<file path="config.mk">
export PLATFORM = sky130hd
export DESIGN_NAME = scs_command_select
export DESIGN_NICKNAME = d
export VERILOG_FILES = /design/src/common/scs_pkg.sv /design/src/core/scs_role_map.sv /design/src/core/scs_target_mem.sv /design/src/core/scs_command_select.sv
export SDC_FILE = /design/constraint.sdc
export NUM_CORES = 1
export LEC_CHECK = 0
export ABC_AREA = 1
export BUFFER_PORTS_ARGS = -buffer_cell sky130_fd_sc_hd__buf_2
export CORE_ASPECT_RATIO = 1.25
export CORE_UTILIZATION = 30
export CTS_CLUSTER_SIZE = 40
export DETAILED_ROUTE_END_ITERATION = 10
export GPL_ROUTABILITY_DRIVEN = 1
export HOLD_SLACK_MARGIN = 0.15
export PLACE_DENSITY = 0.51
export RECOVER_POWER = 25
export SYNTH_ARGS = -nofsm -noshare
export SYNTH_HDL_FRONTEND = slang
export SYNTH_HIERARCHICAL = 1
export SYNTH_SLANG_ARGS = --single-unit
export TNS_END_PERCENT = 50
</file>
<file path="constraint.sdc">
create_clock -name clk -period 7.2 [get_ports clk]
set_input_delay 2.16 -clock clk [delete_from_list [all_inputs] [get_ports clk]]
set_output_delay 2.16 -clock clk [all_outputs]
set_load 0.01 [all_outputs]
</file>
<file path="src/common/scs_pkg.sv">
package scs_pkg;

	// Operating mode setting values
	localparam logic [7:0] MODE_POS   = 8'h01;
	localparam logic [7:0] MODE_SPEED = 8'h02;

	// Input function codes
	localparam logic [7:0] FN_NONE      = 8'h00;
	localparam logic [7:0] FN_SERVO_ON  = 8'h65;
	localparam logic [7:0] FN_ALM_RESET = 8'h66;
	localparam logic [7:0] FN_TRIGGER   = 8'h6c;
	localparam logic [7:0] FN_TRQ_LIMIT = 8'h6d;
	localparam logic [7:0] FN_POS_SEL0  = 8'h6f;
	localparam logic [7:0] FN_POS_SEL1  = 8'h70;
	localparam logic [7:0] FN_POS_SEL2  = 8'h71;
	localparam logic [7:0] FN_SPD_SEL0  = 8'h72;
	localparam logic [7:0] FN_SPD_SEL1  = 8'h73;
	localparam logic [7:0] FN_ESTOP     = 8'h15;
	localparam logic [7:0] FN_REV_LIMIT = 8'h16;
	localparam logic [7:0] FN_FWD_LIMIT = 8'h17;

	// Index of the input that may carry position select bit 2
	localparam int SEL2_INPUT = 4;

	// Alarm bit positions: alarms 13, 14, 15
	localparam int ALM_REV   = 0;
	localparam int ALM_FWD   = 1;
	localparam int ALM_ESTOP = 2;

	// Widths
	localparam int ROT_W  = 16;
	localparam int PUL_W  = 24;
	localparam int SPD_W  = 16;
	localparam int POS_W  = 48;
	localparam int TGT_W  = ROT_W + PUL_W + SPD_W;
	localparam int NTGT   = 8;

	// Limits and scaling
	localparam logic signed [31:0] ROT_LIMIT   = 32'sh0000_7530;
	localparam logic signed [31:0] SPEED_LIMIT = 32'sh0000_1388;
	localparam logic signed [31:0] PULSES_REV  = 32'sh0000_2710;
	localparam logic signed [31:0] PULSE_LIMIT = PULSES_REV - 32'sh1;

	// Speed source codes
	localparam logic [1:0] SRC_ANALOG = 2'h0;

	typedef enum logic [1:0] {
		scs_mode_none  = 2'b00,
		scs_mode_speed = 2'b01,
		scs_mode_pos   = 2'b10
	} scs_mode_t;

	typedef enum logic [1:0] {
		scs_mv_idle  = 2'b00,
		scs_mv_fetch = 2'b01,
		scs_mv_load  = 2'b10
	} scs_mv_state_t;

	// Symmetric saturation to +/- lim
	function automatic logic signed [31:0] scs_clamp(input logic signed [31:0] v,
		input logic signed [31:0] lim);
		logic signed [31:0] r;
		r = v;
		if (v > lim) begin
			r = lim;
		end else if (v < -lim) begin
			r = -lim;
		end
		return r;
	endfunction

endpackage

</file>
<file path="src/core/scs_role_map.sv">
`timescale 1ns/10ps
module scs_role_map (
	input  wire logic [7:0]          level,
	input  wire logic [63:0]         codes,
	input  wire scs_pkg::scs_mode_t  mode,
	output logic                     servo_enable_in,
	output logic                     torque_limit_enable_in,
	output logic                     speed_select_bit0,
	output logic                     speed_select_bit1,
	output logic                     alarm_reset_in,
	output logic                     position_trigger_in,
	output logic                     position_select_bit0,
	output logic                     position_select_bit1,
	output logic                     position_select_bit2,
	output logic [2:0]               limit_idle
);

	// True when any input assigned to fn sits at level want; code 0 never matches
	function automatic logic hit(input logic [63:0] c, input logic [7:0] lv,
		input logic [7:0] fn, input logic want);
		logic r;
		r = 1'b0;
		for (int i = 0; i < 8; i++) begin
			if (c[i*8 +: 8] == fn && fn != scs_pkg::FN_NONE && lv[i] == want) begin
				r = 1'b1;
			end
		end
		return r;
	endfunction

	logic spd;
	logic pos;

	always_comb begin
		spd = (mode == scs_pkg::scs_mode_speed);
		pos = (mode == scs_pkg::scs_mode_pos);
		servo_enable_in        = hit(codes, level, scs_pkg::FN_SERVO_ON, 1'b1);
		alarm_reset_in         = hit(codes, level, scs_pkg::FN_ALM_RESET, 1'b1);
		torque_limit_enable_in = spd & hit(codes, level, scs_pkg::FN_TRQ_LIMIT, 1'b1);
		speed_select_bit0      = spd & hit(codes, level, scs_pkg::FN_SPD_SEL0, 1'b1);
		speed_select_bit1      = spd & hit(codes, level, scs_pkg::FN_SPD_SEL1, 1'b1);
		position_trigger_in    = pos & hit(codes, level, scs_pkg::FN_TRIGGER, 1'b1);
		position_select_bit0   = pos & hit(codes, level, scs_pkg::FN_POS_SEL0, 1'b1);
		position_select_bit1   = pos & hit(codes, level, scs_pkg::FN_POS_SEL1, 1'b1);
		position_select_bit2   = pos & level[scs_pkg::SEL2_INPUT]
			& (codes[scs_pkg::SEL2_INPUT*8 +: 8] == scs_pkg::FN_POS_SEL2);
		limit_idle[scs_pkg::ALM_REV]   = hit(codes, level, scs_pkg::FN_REV_LIMIT, 1'b0);
		limit_idle[scs_pkg::ALM_FWD]   = hit(codes, level, scs_pkg::FN_FWD_LIMIT, 1'b0);
		limit_idle[scs_pkg::ALM_ESTOP] = hit(codes, level, scs_pkg::FN_ESTOP, 1'b0);
	end

endmodule

</file>
<file path="src/core/scs_target_mem.sv">
`timescale 1ns/10ps
module scs_target_mem (
	input  wire logic                      clk,
	input  wire logic                      reset_n,
	input  wire logic                      wr_en,
	input  wire logic [2:0]                wr_addr,
	input  wire logic [scs_pkg::TGT_W-1:0] wr_data,
	input  wire logic [2:0]                rd_addr,
	output logic [scs_pkg::TGT_W-1:0]      rd_data
);

	logic [scs_pkg::TGT_W-1:0] mem [scs_pkg::NTGT];
	logic [scs_pkg::TGT_W-1:0] rd_data_q;
	logic [scs_pkg::TGT_W-1:0] rd_data_d;

	always_comb begin
		rd_data_d = mem[rd_addr];
	end

	// Storage has no reset; targets are loaded by software before use
	always_ff @(posedge clk) begin
		if (wr_en) begin
			mem[wr_addr] <= wr_data;
		end
	end

	always_ff @(posedge clk) begin
		if (!reset_n) begin
			rd_data_q <= '0;
		end else begin
			rd_data_q <= rd_data_d;
		end
	end

	assign rd_data = rd_data_q;

endmodule

</file>
<file path="src/core/scs_command_select.sv">
// Operation
// - Mode setting 02 selects speed at restart
// - Mode setting 01 selects position at restart
// - Speed mode input codes map roles
// - Position mode input codes map roles
// - Code 113 on input five selects bit2
// - Code 0 input is ignored
// - Assigned idle limits raise alarms 13-15
// - Alarm reset input or restart clears faults
// - Speed bits pick analog or three presets
// - Analog source follows reference voltage sample
// - Signed speed commands set rotation direction
// - Input ON decodes as logic one
// - Position bits index one of eight targets
// - Rotation clamped 30000, pulse to encoder max
// - Command type 0 absolute, 1 relative
// - Motor powered only while servo enable active
// - Trigger rising edge latches target, starts move
// - Target is turns times count plus pulses
`timescale 1ns/10ps
module scs_command_select (
	input  wire logic                       clk,
	input  wire logic                       reset_n,
	input  wire logic [7:0]                 din_pin,
	input  wire logic [7:0]                 input1_function_assign,
	input  wire logic [7:0]                 input2_function_assign,
	input  wire logic [7:0]                 input3_function_assign,
	input  wire logic [7:0]                 input4_function_assign,
	input  wire logic [7:0]                 input5_function_assign,
	input  wire logic [7:0]                 input6_function_assign,
	input  wire logic [7:0]                 input7_function_assign,
	input  wire logic [7:0]                 input8_function_assign,
	input  wire logic [7:0]                 operating_mode_setting,
	input  wire logic signed [15:0]         speed_preset_one,
	input  wire logic signed [15:0]         speed_preset_two,
	input  wire logic signed [15:0]         speed_preset_three,
	input  wire logic signed [15:0]         analog_speed_ref,
	input  wire logic                       position_command_type,
	input  wire logic                       target_wr_en,
	input  wire logic [2:0]                 target_wr_index,
	input  wire logic signed [15:0]         target_wr_rotation,
	input  wire logic signed [23:0]         target_wr_pulse,
	input  wire logic [15:0]                target_wr_speed,
	output logic [1:0]                      active_mode,
	output logic                            motor_power,
	output logic                            torque_limit_active,
	output logic signed [15:0]              speed_command,
	output logic [1:0]                      speed_source,
	output logic [2:0]                      limit_estop_alarm,
	output logic signed [47:0]              position_command,
	output logic [15:0]                     move_speed,
	output logic [2:0]                      target_index,
	output logic                            move_start
);

	// Pin synchroniser
	logic [7:0] din_meta_q;
	logic [7:0] din_sync_q;

	always_ff @(posedge clk) begin
		if (!reset_n) begin
			din_meta_q <= '0;
			din_sync_q <= '0;
		end else begin
			din_meta_q <= din_pin;
			din_sync_q <= din_meta_q;
		end
	end

	// Mode is caught once after reset release, which stands for a power restart
	logic [1:0]         start_q;
	logic [1:0]         start_d;
	scs_pkg::scs_mode_t mode_q;
	scs_pkg::scs_mode_t mode_d;
	logic               live;

	always_comb begin
		start_d = {start_q[0], 1'b1};
		mode_d  = mode_q;
		if (!start_q[0]) begin
			case (operating_mode_setting)
				scs_pkg::MODE_SPEED: mode_d = scs_pkg::scs_mode_speed;
				scs_pkg::MODE_POS:   mode_d = scs_pkg::scs_mode_pos;
				default:             mode_d = scs_pkg::scs_mode_none;
			endcase
		end
		live = start_q[1];
	end

	always_ff @(posedge clk) begin
		if (!reset_n) begin
			start_q <= 2'h0;
			mode_q  <= scs_pkg::scs_mode_none;
		end else begin
			start_q <= start_d;
			mode_q  <= mode_d;
		end
	end

	// Input role decode
	logic       servo_en;
	logic       trq_en;
	logic       spd_sel0;
	logic       spd_sel1;
	logic       alm_clr;
	logic       trig;
	logic       pos_sel0;
	logic       pos_sel1;
	logic       pos_sel2;
	logic [2:0] limit_idle;

	scs_role_map u_role_map (
		.level                  (din_sync_q),
		.codes                  ({input8_function_assign, input7_function_assign,
		                          input6_function_assign, input5_function_assign,
		                          input4_function_assign, input3_function_assign,
		                          input2_function_assign, input1_function_assign}),
		.mode                   (mode_q),
		.servo_enable_in        (servo_en),
		.torque_limit_enable_in (trq_en),
		.speed_select_bit0      (spd_sel0),
		.speed_select_bit1      (spd_sel1),
		.alarm_reset_in         (alm_clr),
		.position_trigger_in    (trig),
		.position_select_bit0   (pos_sel0),
		.position_select_bit1   (pos_sel1),
		.position_select_bit2   (pos_sel2),
		.limit_idle             (limit_idle)
	);

	// Alarms and drive enable
	logic [2:0] alarm_q;
	logic [2:0] alarm_d;
	logic       power_q;
	logic       power_d;
	logic       trq_q;
	logic       trq_d;
	logic [2:0] alarm_set;

	always_comb begin
		alarm_set = live ? limit_idle : 3'h0;
		alarm_d   = (alarm_q & ~{3{alm_clr}}) | alarm_set;
		power_d   = live & servo_en & (alarm_q == 3'h0)
			& (mode_q != scs_pkg::scs_mode_none);
		trq_d     = live & trq_en;
	end

	always_ff @(posedge clk) begin
		if (!reset_n) begin
			alarm_q <= 3'h0;
			power_q <= 1'b0;
			trq_q   <= 1'b0;
		end else begin
			alarm_q <= alarm_d;
			power_q <= power_d;
			trq_q   <= trq_d;
		end
	end

	// Speed command source
	logic signed [15:0] speed_q;
	logic signed [15:0] speed_d;
	logic [1:0]         src_q;
	logic [1:0]         src_d;
	logic signed [31:0] preset;

	always_comb begin
		src_d  = {spd_sel1, spd_sel0};
		preset = 32'sh0;
		case (src_d)
			2'h1:    preset = 32'(speed_preset_one);
			2'h2:    preset = 32'(speed_preset_two);
			2'h3:    preset = 32'(speed_preset_three);
			default: preset = 32'sh0;
		endcase
		speed_d = 16'(scs_pkg::scs_clamp(preset, scs_pkg::SPEED_LIMIT));
		if (src_d == scs_pkg::SRC_ANALOG) begin
			speed_d = analog_speed_ref;
		end
		if (!(power_d && mode_q == scs_pkg::scs_mode_speed)) begin
			speed_d = 16'sh0;
		end
	end

	always_ff @(posedge clk) begin
		if (!reset_n) begin
			speed_q <= 16'sh0;
			src_q   <= 2'h0;
		end else begin
			speed_q <= speed_d;
			src_q   <= src_d;
		end
	end

	// Target table, rotation and pulse clamped on the way in, speed stored as given
	logic [scs_pkg::TGT_W-1:0] wr_word;
	logic [scs_pkg::TGT_W-1:0] rd_word;
	logic [2:0]                idx_q;
	logic [2:0]                idx_d;

	always_comb begin
		wr_word = {16'(scs_pkg::scs_clamp(32'(target_wr_rotation), scs_pkg::ROT_LIMIT)),
		           24'(scs_pkg::scs_clamp(32'(target_wr_pulse), scs_pkg::PULSE_LIMIT)),
		           target_wr_speed};
	end

	scs_target_mem u_target_mem (
		.clk     (clk),
		.reset_n (reset_n),
		.wr_en   (target_wr_en),
		.wr_addr (target_wr_index),
		.wr_data (wr_word),
		.rd_addr (idx_q),
		.rd_data (rd_word)
	);

	// Move sequencer: edge, fetch, load
	scs_pkg::scs_mv_state_t st_q;
	scs_pkg::scs_mv_state_t st_d;
	logic                   trig_prev_q;
	logic                   trig_edge;
	logic signed [47:0]     pos_q;
	logic signed [47:0]     pos_d;
	logic [15:0]            mspd_q;
	logic [15:0]            mspd_d;
	logic                   start_mv_q;
	logic                   start_mv_d;
	logic signed [47:0]     rot_x;
	logic signed [47:0]     pul_x;
	logic signed [47:0]     tgt;

	always_comb begin
		trig_edge  = trig & ~trig_prev_q & power_d;
		st_d       = st_q;
		idx_d      = idx_q;
		pos_d      = pos_q;
		mspd_d     = mspd_q;
		start_mv_d = 1'b0;
		rot_x = 48'(signed'(rd_word[scs_pkg::TGT_W-1 -: scs_pkg::ROT_W]));
		pul_x = 48'(signed'(rd_word[scs_pkg::SPD_W +: scs_pkg::PUL_W]));
		tgt   = rot_x * 48'(scs_pkg::PULSES_REV) + pul_x;
		case (st_q)
			scs_pkg::scs_mv_idle: begin
				if (trig_edge) begin
					idx_d = {pos_sel2, pos_sel1, pos_sel0};
					st_d  = scs_pkg::scs_mv_fetch;
				end
			end
			scs_pkg::scs_mv_fetch: begin
				st_d = scs_pkg::scs_mv_load;
			end
			scs_pkg::scs_mv_load: begin
				pos_d      = position_command_type ? pos_q + tgt : tgt;
				mspd_d     = rd_word[scs_pkg::SPD_W-1:0];
				start_mv_d = 1'b1;
				st_d       = scs_pkg::scs_mv_idle;
			end
			default: begin
				st_d = scs_pkg::scs_mv_idle;
			end
		endcase
	end

	always_ff @(posedge clk) begin
		if (!reset_n) begin
			st_q        <= scs_pkg::scs_mv_idle;
			trig_prev_q <= 1'b0;
			idx_q       <= 3'h0;
			pos_q       <= 48'sh0;
			mspd_q      <= 16'h0;
			start_mv_q  <= 1'b0;
		end else begin
			st_q        <= st_d;
			trig_prev_q <= trig;
			idx_q       <= idx_d;
			pos_q       <= pos_d;
			mspd_q      <= mspd_d;
			start_mv_q  <= start_mv_d;
		end
	end

	assign active_mode         = mode_q;
	assign motor_power         = power_q;
	assign torque_limit_active = trq_q;
	assign speed_command       = speed_q;
	assign speed_source        = src_q;
	assign limit_estop_alarm   = alarm_q;
	assign position_command    = pos_q;
	assign move_speed          = mspd_q;
	assign target_index        = idx_q;
	assign move_start          = start_mv_q;
endmodule

</file>
==> run_results.csv <==
group,metric,value,unit
critical_path,max_stage_delay,0.53,ns
critical_path,start_kind,"flip-flop",
run,maxCapViolCount,7,
placed_design,numPortBuffers,299,
critical_path,required,7.71,ns
detailed_routing,ant_nets,0,
clock_tree,ctsRootBufferMaster,"clkbuf_16",
detailed_routing,drt-total-wl,109000,um
cells_and_area,areaGrowthSynthToFinish,21.5,%
min_path,hold_class,"reg2reg",
detailed_routing,first_pass_iters,5,
timing,hold_viol_final,0,
timing,holdWs,0.414,ns
timing,worst_pin_slew,2.53,ns
floorplanning,std_cell_rows,141,
clock_tree,htree_num_levels,3,
floorplanning,initial_core_util,30.3,%
pwr,cellLeakagePower,21.0,nW
clock_tree,cts_sinks,618,
floorplanning,design.die.area,0.121,mm^2
grt,first_global_vias,29900,
detailed_routing,vias,30400,
clock_tree,cts_tree,"done",
grt,track_usage,17.8,%
timing,finalSetupViolCount,0,
critical_path,cp-end-kind,"flip-flop",
cells_and_area,fillers,12200,
yosys,synthesis.area,0.0359,mm^2
cells_and_area,stdcell_count,6636,
outcome,run_status,"finished, violations left",
outcome,violations,"max-capacitance violations, max-slew violations",
cells_and_area,fin_nets,5421,
timing,layout_setup_ws,0.317,ns
critical_path,critical_path_class,"reg2reg",
detailed_routing,viasPerCell,4.59,
clock_tree,clkTransAtPathRegs,0.06,ns
detailed_routing,drt-initial-drc-count,1861,
yosys,synth_top_area_cell,"edfxtp_1",
grt,grt_start_max_net_pins,209,
clock_tree,cts_buffers,71,
grt,grt_antenna_before_repair,6,
grt,globalRouteOverflowTotal,0,
critical_path,cp_max_fo,5,
yosys,synth_seq_cells,618,
cells_and_area,multi_input_area,0.0161,mm^2
placed_design,hpwl,74800,um
clock_tree,clk_latency,0.64,ns
pwr,p_per_area,261,mW/mm^2
floorplanning,coreArea,0.118,mm^2
yosys,synth_cell_types,54,
yosys,synth_fp_nets,4970,
yosys,synth_warnings,6,
floorplanning,chipHeight,389,um
placed_design,place.gp.congestion,0.915,
timing,finalCritPeriodShare,95.6,%
clock_tree,clockBufferDepth,3,
timing,rsz0062_at_grt,"true",
timing,max_freq,145,MHz
cells_and_area,drive_above_1_share,16.8,%
yosys,synthArstFlopShare,0,%
critical_path,crit_path_frequent_cell,"inv_1",
yosys,synthTopCellsByArea,"edfxtp_1, nand2_1, dfxtp_1",
detailed_routing,wl_per_cell,16.4,um
yosys,synth_seq_area_share,47.0,%
floorplanning,die_x,311,um
yosys,ys.flop_type,"edfxtp_1",
floorplanning,ioPinCount,300,
yosys,netlist_instances,4554,
placed_design,place_ws,-0.263,ns
yosys,synth_common_cells,"nand2_1, inv_1, nand3_1",
cells_and_area,finish.utilization,36.8,%
timing,fin_crit,6.88,ns
grt,grt_pass1_wl,169000,um
yosys,syn_avg_cell_area,7.88,um^2
timing,skew,0.0224,ns
yosys,synth_top_cell_area_share,37.5,%
timing,relSlewSlack,-68.8,%
yosys,synth-edff-count,448,
placed_design,placed_cells,6500,
critical_path,cp_data_arrival_time,7.40,ns
critical_path,cp_slowest_cell,"fa_1",
pwr,ir_drop,0.000192,V
timing,slew_viol_final,163,
cells_and_area,seqCellArea,0.0169,mm^2
yosys,synth.most_common_cell,"nand2_1",
detailed_routing,drc,0,
==> logic make-up after synthesis <==
group	after synthesis	synth area share, %
flops	618	47.0
fa+ha+maj	209	8.27
simple gates	2321	27.1
buf+inv	982	10.7
xor+xnor	44	1.07
compound gates	380	5.85
==> layout by cell type, fill, tap and decap left out, types with 18 or more instances in the layout <==
cell,netlist,final
buf_4,3,208
dfxtp_1,170,162
o21ai_1,1,18
fa_1,47,47
a21oi_1,192,153
clkbuf_16,0,73
clkbuf_1,52,37
nand3_2,14,24
ha_1,162,146
buf_2,58,280
edfxtp_1,448,448
a21oi_2,7,41
nand2_2,9,44
nand2_1,1271,1233
nor2_2,9,39
inv_1,835,825
xor2_1,28,26
o21ai_0,114,92
nor2_1,450,407
nand4_1,39,39
nand3_1,459,449
==> final cells by class <==
cell class | instances | share of cell area (%)
Antenna cell | 1 | 0.00574
Clock buffer | 92 | 4.43
Clock inverter | 38 | 1.02
Inverter | 847 | 7.34
Multi-Input combinational cell | 2954 | 36.9
Sequential cell | 618 | 38.7
Tap cell | 1573 | 4.52
Timing Repair Buffer | 513 | 7.10
==> state kept, by name (all words and copies together) (netlist names), 3 cells and up <==
name	count
din_meta_q	8
din_sync_q	8
limit_estop_alarm	3
move_speed	16
position_command	48
speed_command	16
target_index	3
u_target_mem/mem	448
u_target_mem/rd_data	56
==> repair_timing <==
action | 4_1_cts | 5_1_grt
setup buffers | 0 | 5
endpoints found under the setup margin | 21 | 28
hold buffers | 0 | 0
endpoints found under the hold margin | 0 | 0
pin swaps | 1 | 55
resized for setup | 22 | 214
==> stage by stage <==
stage	instance area [um^2]	setup TNS [ns]	total power (W)
2_1_floorplan	35900	0	0.00602
5_1_grt	43600	-1.48	0.0121
6_report	43600	0	0.0114
3_5_place_dp	40400	-2.36	0.00732
4_1_cts	42800	0	0.0111
3_3_place_gp	40400	-1.01	0.00731
==> path summary, 6_finish.rpt <==
path	from	end	slack, ns	depth (start not counted)
max reg2reg	u_target_mem/rd_data[44]	position_command[41]	0.32	42
max	u_target_mem/rd_data[44]	position_command[41]	0.32	42
min reg2reg	din_meta_q[4]	din_sync_q[4]	0.41	2
min	din_meta_q[4]	din_sync_q[4]	0.41	2
==> routing by layer <==
| metal | GRT usage (%) | up-vias | routed length, um |
|---|---|---|---|
| met1 | 21.3 | 14200 | 46500 |
| met3 | 2.45 | 157 | 4900 |
| met2 | 32.6 | 710 | 54400 |
| li1 | - | 15400 | - |
| met5 | 0 | - | 63 |
| met4 | 5.80 | 10 | 3140 |
==> power by group <==
group          total, W  switching [W]  internal [W]  leakage [nW]
Sequential      0.00397      0.0000342       0.00394          5.41
Clock           0.00370        0.00153       0.00217          1.15
Combinational   0.00370        0.00226       0.00144          14.4
==> critical path, delay by kind of cell, from the launching register on <==
kind                       cells  cell delay (ns)
and+or+nand+nor               18             1.82
DFF                            1             0.31
adders and majority gates      8             3.06
xor gates and xnor gates       1             0.12
AOI/OAI and AO/OA              3             0.37
buffers and inverters         12             1.07
Note: power is estimated with default switching activity, not from simulation.
